[src/core/ccvr_defs.vh]
// Purpose: Constants for the charge current and voltage register bank.
// Assumes: Included by bare name from every design file that needs it.
// Notes: Values in mA, mV or percent of the internal regulator rail.
`ifndef CCVR_DEFS_VH
`define CCVR_DEFS_VH

// Serial target address and register offsets
`define CCVR_TARGET_ADDR 7'h6B
`define CCVR_CHG_CUR_OFS 8'h02
`define CCVR_PRE_TERM_OFS 8'h03
`define CCVR_CHG_VOLT_OFS 8'h04

// Reset values
`define CCVR_CHG_CUR_RST 8'h60
`define CCVR_PRE_TERM_RST 8'h11
`define CCVR_CHG_VOLT_RST 8'hB2

// Field positions
`define CCVR_FAST_CHARGE_CURRENT_CODE_MSB 7
`define CCVR_FAST_CHARGE_CURRENT_CODE_LSB 2
`define CCVR_COLD_SEL_BIT 1
`define CCVR_FORCE_BIT 0
`define CCVR_IPRE_MSB 7
`define CCVR_IPRE_LSB 4
`define CCVR_TERMINATION_CURRENT_CODE_MSB 2
`define CCVR_TERMINATION_CURRENT_CODE_LSB 0
`define CCVR_CHARGE_VOLTAGE_CODE_MSB 7
`define CCVR_CHARGE_VOLTAGE_CODE_LSB 2
`define CCVR_EXIT_SEL_BIT 1
`define CCVR_RECHG_SEL_BIT 0

// Decode offsets and choices
`define CCVR_FAST_CHARGE_CURRENT_CODE_BASE_MA 13'h200
`define CCVR_FORCE_DIV 13'h005
`define CCVR_STEP128_MA 12'h080
`define CCVR_CHARGE_VOLTAGE_CODE_BASE_MV 13'hDB0
`define CCVR_EXIT_LOW_MV 12'hAF0
`define CCVR_EXIT_HIGH_MV 12'hBB8
`define CCVR_RECHG_LOW_MV 9'h064
`define CCVR_RECHG_HIGH_MV 9'h12C
`define CCVR_COLD_LOW_PCT 7'h4C
`define CCVR_COLD_HIGH_PCT 7'h4F

`endif

[src/core/ccvr_sync.v]
// Purpose: Two-flop synchroniser for one bus pin.
// Assumes: Pin is asynchronous to clk.
// Notes: First flop is read only by the second.
module ccvr_sync #(
   parameter RESET_VAL = 1'b1
) (
   input wire clk,
   input wire nrst,
   input wire pin_i,
   output wire sync_o
);
   reg meta_q;
   reg sync_q;

   always @(posedge clk or negedge nrst) begin
      if (!nrst) begin
         meta_q <= RESET_VAL;
         sync_q <= RESET_VAL;
      end else begin
         meta_q <= pin_i;
         sync_q <= meta_q;
      end
   end

   assign sync_o = sync_q;
endmodule

[src/core/ccvr_top.v]
// Purpose: Serial target with charge current, pre-charge/termination and
//    charge voltage registers, plus decoded targets for the charger loops.
// Assumes: Bus pins asynchronous to clk; clk well above 8x the bus clock.
// Notes: Pointer auto-increments; unmapped offsets read 0x00, writes dropped.
`include "ccvr_defs.vh"

module ccvr_top (
   input wire clk,
   input wire nrst,
   input wire scl_i,
   input wire sda_i,
   output wire sda_o,
   output reg sda_oe,
   output reg [12:0] fast_charge_target_ma,
   output reg [11:0] precharge_target_ma,
   output reg [11:0] termination_target_ma,
   output reg [12:0] charge_voltage_target_mv,
   output reg [11:0] precharge_exit_mv,
   output reg [8:0] recharge_offset_mv,
   output reg [6:0] boost_cold_threshold_pct
);
   localparam [2:0] ST_IDLE = 3'h0;
   localparam [2:0] ST_ADDR = 3'h1;
   localparam [2:0] ST_ACK = 3'h2;
   localparam [2:0] ST_PTR = 3'h3;
   localparam [2:0] ST_WDATA = 3'h4;
   localparam [2:0] ST_RDATA = 3'h5;
   localparam [2:0] ST_RACK = 3'h6;

   wire scl_s;
   wire sda_s;
   reg scl_q;
   reg sda_q;
   reg [2:0] state_q;
   reg [2:0] next_q;
   reg [3:0] cnt_q;
   reg [7:0] rx_q;
   reg [7:0] tx_q;
   reg [7:0] ptr_q;
   reg nack_q;
   reg [7:0] chg_cur_q;
   reg [7:0] pre_term_q;
   reg [7:0] chg_volt_q;
   reg [7:0] rd_data;
   reg wr_en;

   ccvr_sync #(.RESET_VAL(1'b1)) u_scl_sync (
      .clk(clk),
      .nrst(nrst),
      .pin_i(scl_i),
      .sync_o(scl_s)
   );

   ccvr_sync #(.RESET_VAL(1'b1)) u_sda_sync (
      .clk(clk),
      .nrst(nrst),
      .pin_i(sda_i),
      .sync_o(sda_s)
   );

   // Open-drain: only ever pulls low
   assign sda_o = 1'b0;

   wire scl_rise = scl_s & ~scl_q;
   wire scl_fall = ~scl_s & scl_q;
   wire bus_start = scl_s & scl_q & sda_q & ~sda_s;
   wire bus_stop = scl_s & scl_q & ~sda_q & sda_s;

   // Read mux over the pointer
   always @* begin
      case (ptr_q)
         `CCVR_CHG_CUR_OFS: rd_data = chg_cur_q;
         `CCVR_PRE_TERM_OFS: rd_data = pre_term_q;
         `CCVR_CHG_VOLT_OFS: rd_data = chg_volt_q;
         default: rd_data = 8'h00;
      endcase
   end

   // Write strobe at the end of a data byte
   always @* begin
      wr_en = (state_q == ST_WDATA) && scl_fall && (cnt_q == 4'h8);
   end

   // Serial protocol engine
   always @(posedge clk or negedge nrst) begin
      if (!nrst) begin
         scl_q <= 1'b1;
         sda_q <= 1'b1;
         state_q <= ST_IDLE;
         next_q <= ST_IDLE;
         cnt_q <= 4'h0;
         rx_q <= 8'h00;
         tx_q <= 8'h00;
         ptr_q <= 8'h00;
         nack_q <= 1'b0;
         sda_oe <= 1'b0;
      end else begin
         scl_q <= scl_s;
         sda_q <= sda_s;
         if (bus_start) begin
            state_q <= ST_ADDR;
            cnt_q <= 4'h0;
            sda_oe <= 1'b0;
         end else if (bus_stop) begin
            state_q <= ST_IDLE;
            sda_oe <= 1'b0;
         end else begin
            case (state_q)
               ST_ADDR, ST_PTR, ST_WDATA: begin
                  if (scl_rise) begin
                     rx_q <= {rx_q[6:0], sda_s};
                     cnt_q <= cnt_q + 4'h1;
                  end else if (scl_fall && cnt_q == 4'h8) begin
                     cnt_q <= 4'h0;
                     if (state_q == ST_ADDR) begin
                        if (rx_q[7:1] == `CCVR_TARGET_ADDR) begin
                           sda_oe <= 1'b1;
                           state_q <= ST_ACK;
                           next_q <= rx_q[0] ? ST_RDATA : ST_PTR;
                        end else begin
                           state_q <= ST_IDLE;
                        end
                     end else begin
                        sda_oe <= 1'b1;
                        state_q <= ST_ACK;
                        next_q <= ST_WDATA;
                        if (state_q == ST_PTR) begin
                           ptr_q <= rx_q;
                        end else begin
                           ptr_q <= ptr_q + 8'h01;
                        end
                     end
                  end
               end
               ST_ACK: begin
                  if (scl_fall) begin
                     state_q <= next_q;
                     cnt_q <= 4'h0;
                     if (next_q == ST_RDATA) begin
                        tx_q <= {rd_data[6:0], 1'b0};
                        sda_oe <= ~rd_data[7];
                        cnt_q <= 4'h1;
                        ptr_q <= ptr_q + 8'h01;
                     end else begin
                        sda_oe <= 1'b0;
                     end
                  end
               end
               ST_RDATA: begin
                  if (scl_fall) begin
                     if (cnt_q == 4'h8) begin
                        sda_oe <= 1'b0;
                        state_q <= ST_RACK;
                     end else begin
                        sda_oe <= ~tx_q[7];
                        tx_q <= {tx_q[6:0], 1'b0};
                        cnt_q <= cnt_q + 4'h1;
                     end
                  end
               end
               ST_RACK: begin
                  if (scl_rise) begin
                     nack_q <= sda_s;
                  end else if (scl_fall) begin
                     if (nack_q) begin
                        state_q <= ST_IDLE;
                     end else begin
                        state_q <= ST_RDATA;
                        tx_q <= {rd_data[6:0], 1'b0};
                        sda_oe <= ~rd_data[7];
                        cnt_q <= 4'h1;
                        ptr_q <= ptr_q + 8'h01;
                     end
                  end
               end
               default: begin
                  state_q <= ST_IDLE;
                  sda_oe <= 1'b0;
               end
            endcase
         end
      end
   end

   // Per-register write strobes; writes to other offsets fall away here
   wire wr_chg_cur = wr_en && (ptr_q == `CCVR_CHG_CUR_OFS);
   wire wr_pre_term = wr_en && (ptr_q == `CCVR_PRE_TERM_OFS);
   wire wr_chg_volt = wr_en && (ptr_q == `CCVR_CHG_VOLT_OFS);

   // Register bank
   always @(posedge clk or negedge nrst) begin
      if (!nrst) begin
         chg_cur_q <= `CCVR_CHG_CUR_RST;
      end else if (wr_chg_cur) begin
         chg_cur_q <= rx_q;
      end
   end

   // Reserved bit 3 is stored but drives nothing
   always @(posedge clk or negedge nrst) begin
      if (!nrst) begin
         pre_term_q <= `CCVR_PRE_TERM_RST;
      end else if (wr_pre_term) begin
         pre_term_q <= rx_q;
      end
   end

   always @(posedge clk or negedge nrst) begin
      if (!nrst) begin
         chg_volt_q <= `CCVR_CHG_VOLT_RST;
      end else if (wr_chg_volt) begin
         chg_volt_q <= rx_q;
      end
   end

   // Field decode
   wire [5:0] fast_charge_current_code = chg_cur_q[`CCVR_FAST_CHARGE_CURRENT_CODE_MSB:`CCVR_FAST_CHARGE_CURRENT_CODE_LSB];
   wire reduced_current_force = chg_cur_q[`CCVR_FORCE_BIT];
   wire cold_threshold_sel = chg_cur_q[`CCVR_COLD_SEL_BIT];
   wire [3:0] precharge_current_code = pre_term_q[`CCVR_IPRE_MSB:`CCVR_IPRE_LSB];
   wire [2:0] termination_current_code = pre_term_q[`CCVR_TERMINATION_CURRENT_CODE_MSB:`CCVR_TERMINATION_CURRENT_CODE_LSB];
   wire [5:0] charge_voltage_code = chg_volt_q[`CCVR_CHARGE_VOLTAGE_CODE_MSB:`CCVR_CHARGE_VOLTAGE_CODE_LSB];
   wire precharge_exit_threshold_sel = chg_volt_q[`CCVR_EXIT_SEL_BIT];
   wire recharge_offset_sel = chg_volt_q[`CCVR_RECHG_SEL_BIT];

   wire [12:0] fast_charge_current_code_full = `CCVR_FAST_CHARGE_CURRENT_CODE_BASE_MA + {1'b0, fast_charge_current_code, 6'h00};
   wire [11:0] ipre_full = (precharge_current_code < 4'h2) ? `CCVR_STEP128_MA :
                           {1'b0, precharge_current_code, 7'h00} + `CCVR_STEP128_MA;
   wire [11:0] termination_current_code_full = `CCVR_STEP128_MA + {2'b00, termination_current_code, 7'h00};
   wire [12:0] charge_voltage_code_full = `CCVR_CHARGE_VOLTAGE_CODE_BASE_MV + {3'b000, charge_voltage_code, 4'h0};

   // Registered current targets; the force bit scales both charge phases
   always @(posedge clk or negedge nrst) begin
      if (!nrst) begin
         fast_charge_target_ma <= 13'h0000;
         precharge_target_ma <= 12'h000;
      end else if (reduced_current_force) begin
         fast_charge_target_ma <= fast_charge_current_code_full / `CCVR_FORCE_DIV;
         precharge_target_ma <= {1'b0, ipre_full[11:1]};
      end else begin
         fast_charge_target_ma <= fast_charge_current_code_full;
         precharge_target_ma <= ipre_full;
      end
   end

   always @(posedge clk or negedge nrst) begin
      if (!nrst) begin
         termination_target_ma <= 12'h000;
      end else begin
         termination_target_ma <= termination_current_code_full;
      end
   end

   always @(posedge clk or negedge nrst) begin
      if (!nrst) begin
         charge_voltage_target_mv <= 13'h0000;
      end else begin
         charge_voltage_target_mv <= charge_voltage_code_full;
      end
   end

   // Registered threshold selections
   always @(posedge clk or negedge nrst) begin
      if (!nrst) begin
         precharge_exit_mv <= 12'h000;
      end else begin
         precharge_exit_mv <= precharge_exit_threshold_sel ?
                              `CCVR_EXIT_HIGH_MV : `CCVR_EXIT_LOW_MV;
      end
   end

   always @(posedge clk or negedge nrst) begin
      if (!nrst) begin
         recharge_offset_mv <= 9'h000;
      end else begin
         recharge_offset_mv <= recharge_offset_sel ?
                               `CCVR_RECHG_HIGH_MV : `CCVR_RECHG_LOW_MV;
      end
   end

   always @(posedge clk or negedge nrst) begin
      if (!nrst) begin
         boost_cold_threshold_pct <= 7'h00;
      end else begin
         boost_cold_threshold_pct <= cold_threshold_sel ?
                                     `CCVR_COLD_HIGH_PCT : `CCVR_COLD_LOW_PCT;
      end
   end
endmodule

[config.mk]
export PLATFORM = sky130hd
export DESIGN_NAME = ccvr_top
export DESIGN_NICKNAME = d
export VERILOG_FILES = /design/src/core/ccvr_sync.v /design/src/core/ccvr_top.v
export VERILOG_INCLUDE_DIRS = /design/src /design/src/core
export SDC_FILE = /design/constraint.sdc
export NUM_CORES = 1
export LEC_CHECK = 0
export BUFFER_PORTS_ARGS = -buffer_cell sky130_fd_sc_hd__buf_4
export CORE_MARGIN = 2
export CORE_UTILIZATION = 50
export CTS_CLUSTER_SIZE = 12
export DETAILED_ROUTE_END_ITERATION = 8
export PLACE_DENSITY_LB_ADDON = 0.08
export SYNTH_ARGS = -nofsm -noshare
export SYNTH_HDL_FRONTEND = slang
export SYNTH_HIERARCHICAL = 1
export SYNTH_SLANG_ARGS = --single-unit
[constraint.sdc]
create_clock -name clk -period 8.5 [get_ports clk]
set_clock_uncertainty 0.15 [all_clocks]
set_input_delay 0.425 -clock clk [delete_from_list [all_inputs] [get_ports clk]]
set_output_delay 0.425 -clock clk [all_outputs]
set_load 0.005 [all_outputs]
==> flow_metrics.tcl <==
set metrics [dict create \
    clk_latency_ns 0.35 \
    drtIter0Drc 508 \
    grt_usage_pct 23.0 \
    wl_mm 16.8 \
    cts.root.buffer_cell "clkbuf_16" \
    required_ns 8.58 \
    place.gp.congestion 0.960 \
    fp.dieW_um 122 \
    num_io_pins 84 \
    post-route-period-util_pct 95.3 \
    synth_area_um2 6940 \
    power.net_switching_mw 0.256 \
    drtAntennaViolNets 0 \
    synth_edf_count 0 \
    max_freq_mhz 123 \
    fin_cells 972 \
    worstHoldStart "sda_i" \
    critPathSlowestCell "dfstp_2" \
    sequentialPowerShare_pct 52.7 \
    dr.pass1.iters 6 \
    drv_cap 0 \
    initial_utilization_pct 50.6 \
    crit_fanout 7 \
    synthFlopType "dfrtp_1" \
    syn_area_per_cell_um2 9.24 \
    path_common_cell "inv_1" \
    status "complete, no violations" \
    antenna_found_initial 0 \
    grt_max_degree 72 \
    tns_ns 0 \
    vias 5787 \
    sw_frac_of_total_pct 25.6 \
    wl_per_cell_um 17.3 \
    reg2reg_from "chg_cur_q[5]" \
    leakage_nw 3.39 \
    worst_slew_pin_slew_ns 1.10 \
    drc 0 \
    cts.htree.levels 3 \
    syn-instance-count 751 \
    crit_type "flip-flop to flip-flop" \
    ir_drop_mv 0.126 \
    power.share.clock_pct 40.8 \
    port_buffers 54 \
    yosysTopAreaCellShare_pct 32.1 \
    end_kind "flip-flop" \
    synth.distinct_cells 100 \
    path_clk_slew_ns 0.07 \
    async_reset_ff_share_pct 100 \
    grt_pass1_vias 5354 \
    clock_sinks 103 \
    setup_ws_ns 0.401 \
    cts_buffer_depth 2 \
    p_comb_share_pct 6.5 \
    cts_tree "done" \
    drive_above_1_share_pct 24.1 \
    fin_crit_ns 8.10 \
    synth_warnings 6 \
    nets 809 \
    dp_slack_ns -0.121 \
    cp_data_arrival_time_ns 8.18 \
    antenna_cells 0 \
    die_y_um 122 \
    setup_viol_count_final 0 \
    numCtsBuffers 9 \
    grt_pass1_wl_mm 27.3 \
    grt_overflow 0 \
    hold_path_class "input port to flip-flop" \
    max_stage_delay_ns 0.53 \
    intPower_mw 0.745 \
    ys_ff_latch 103 \
    slew_headroom_pct 26.8 \
    die_area_um2 14800 \
    synth_top_area_cell "dfrtp_1" \
    dp.cells 952 \
    dpl.hpwl_mm 12.1 \
    viasPerCell 5.95 \
    power.total_mw 1.00 \
    cp-start-kind "flip-flop" \
    ys_seq_area_share_pct 37.4 \
    core-area_um2 13700 \
    powerDensity_nw_per_um2 129 \
    area_growth_pct 11.6 \
    synth_area_leaders "dfrtp_1 (32%), mux2_2 (6.3%), dfstp_2 (5.3%)" \
    ff2ff_setup_slack_ns 0.40 \
    final_core_util_pct 56.5 \
    finalHoldViolCount 0 \
    drv_slew 0 \
    worstSetupStartpoint "chg_cur_q[5]" \
    num_rows 43 \
]
[cells by family after synthesis]
logic type      Yosys count  share of synthesized area, %
buf+inv                 109                          8.42
mux                      50                          8.04
flops                   103                          37.4
fa+ha+maj                18                          3.24
compound gates          210                          22.0
other cells               2                         0.108
simple gates            237                          18.0
xor+xnor                 22                          2.78
[per-layer routing]
metal,vias to the layer above,GRT usage (%),wire length (um)
li1,2749,-,-
met1,2841,31.7,7490
met2,171,37.8,8410
met3,26,3.32,616
met4,0,6.54,282
met5,-,0,0
[state kept, by name, indices dropped and copies added, names as in the netlist, 7 cells and up]
| signal | flops |
|---|---|
| fast_charge_target_ma | 13 |
| charge_voltage_target_mv | 9 |
| ptr_q | 8 |
| tx_q | 7 |
| chg_volt_q | 8 |
| chg_cur_q | 8 |
| rx_q | 8 |
| pre_term_q | 8 |
[cells in the mapped netlist, drive strengths merged, types with 3 or more instances]
cell	n
a2111oi	7
a211oi	5
a21o	7
a21oi	57
a221oi	3
a222oi	7
a22oi	3
a31oi	11
a41oi	3
and2	7
and3	7
and4	4
buf	49
clkbuf	26
dfrtp	89
dfstp	14
ha	18
inv	32
mux2	40
mux2i	10
nand2	63
nand2b	9
nand3	21
nand3b	3
nand4	3
nor2	62
nor2b	5
nor3	21
nor3b	4
nor4	6
o211ai	5
o21a	7
o21ai	40
o221ai	4
o22a	9
o22ai	5
o2bb2ai	3
o31ai	5
or2	4
or3	4
or4	4
xnor2	15
xor2	7
[path summary, 6_finish.rpt]
kind | to | depth (start not counted)
setup / recovery | fast_charge_target_ma[0] | 36
hold reg to reg | u_scl_sync/sync_o | 0
setup reg to reg | fast_charge_target_ma[0] | 36
hold / removal | u_sda_sync/meta_q | 1
min in group asynchronous | ptr_q[7] | 2
max in group asynchronous | fast_charge_target_ma[8] | 3
[layout make-up]
cell class	count	area (um^2)
Clock buffer	11	243
Clock inverter	5	45.0
Fill cell	1208	5970
Inverter	34	128
Multi-Input combinational cell	567	3970
Sequential cell	103	2590
Tap cell	180	225
Timing Repair Buffer	72	543
[per-stage QoR]
stage	hold slack [ns]	instance area, um^2
2_1_floorplan	-0.0206	7050
3_3_place_gp	0.196	7330
3_5_place_dp	0.199	7330
4_1_cts	0.0176	7650
5_1_grt	0.0174	7750
6_report	0.0304	7750
[worst max-delay path: cells and delay by family (launching register included)]
kind / cells / cell delay [ns]
AOI/OAI and AO/OA: 11 / 2.13
xor gates and xnor gates: 3 / 0.53
adders and majority gates: 7 / 1.87
buffers and inverters: 5 / 0.47
DFF: 1 / 0.53
muxes: 1 / 0.24
and+or+nand+nor: 9 / 2.07
[timing repair]
action,in CTS,in global routing
hold buffers,1,0
resized for setup,2,16
pin swaps,1,0
endpoints found under the hold margin,26,0
buffers inserted,1,2
endpoints found under the setup margin,1,2
[power groups by stage]
stage / clock network, mW / logic, mW / registers [mW]
final: 0.409 / 0.0650 / 0.528
after detailed placement: 0 / 0.0651 / 0.537
after floorplan: 0 / 0.0549 / 0.530
after global routing: 0.439 / 0.0766 / 0.531
after CTS: 0.422 / 0.0659 / 0.528
after global placement: 0 / 0.0628 / 0.536
[placed cells by master, fill, tap and decap left out, drive strengths merged, types with 6 or more instances in the layout]
cell     netlist  routed
a31oi         11      11
and2           7       7
o22a           9       9
nor2          62      62
mux2i         10      10
inv           32      37
nor3          21      21
buf           49      71
nand2         63      63
conb           2      30
o21a           7       7
a2111oi        7       7
dfrtp         89      89
mux2          40      40
o21ai         40      40
clkbuf        26      11
a21oi         57      57
ha            18      18
xnor2         15      15
nand2b         9       9
nor4           6       6
and3           7       7
a222oi         7       7
a21o           7       7
xor2           7       7
nand3         21      21
dfstp         14      14
Note: power is estimated with default switching activity, not from simulation.
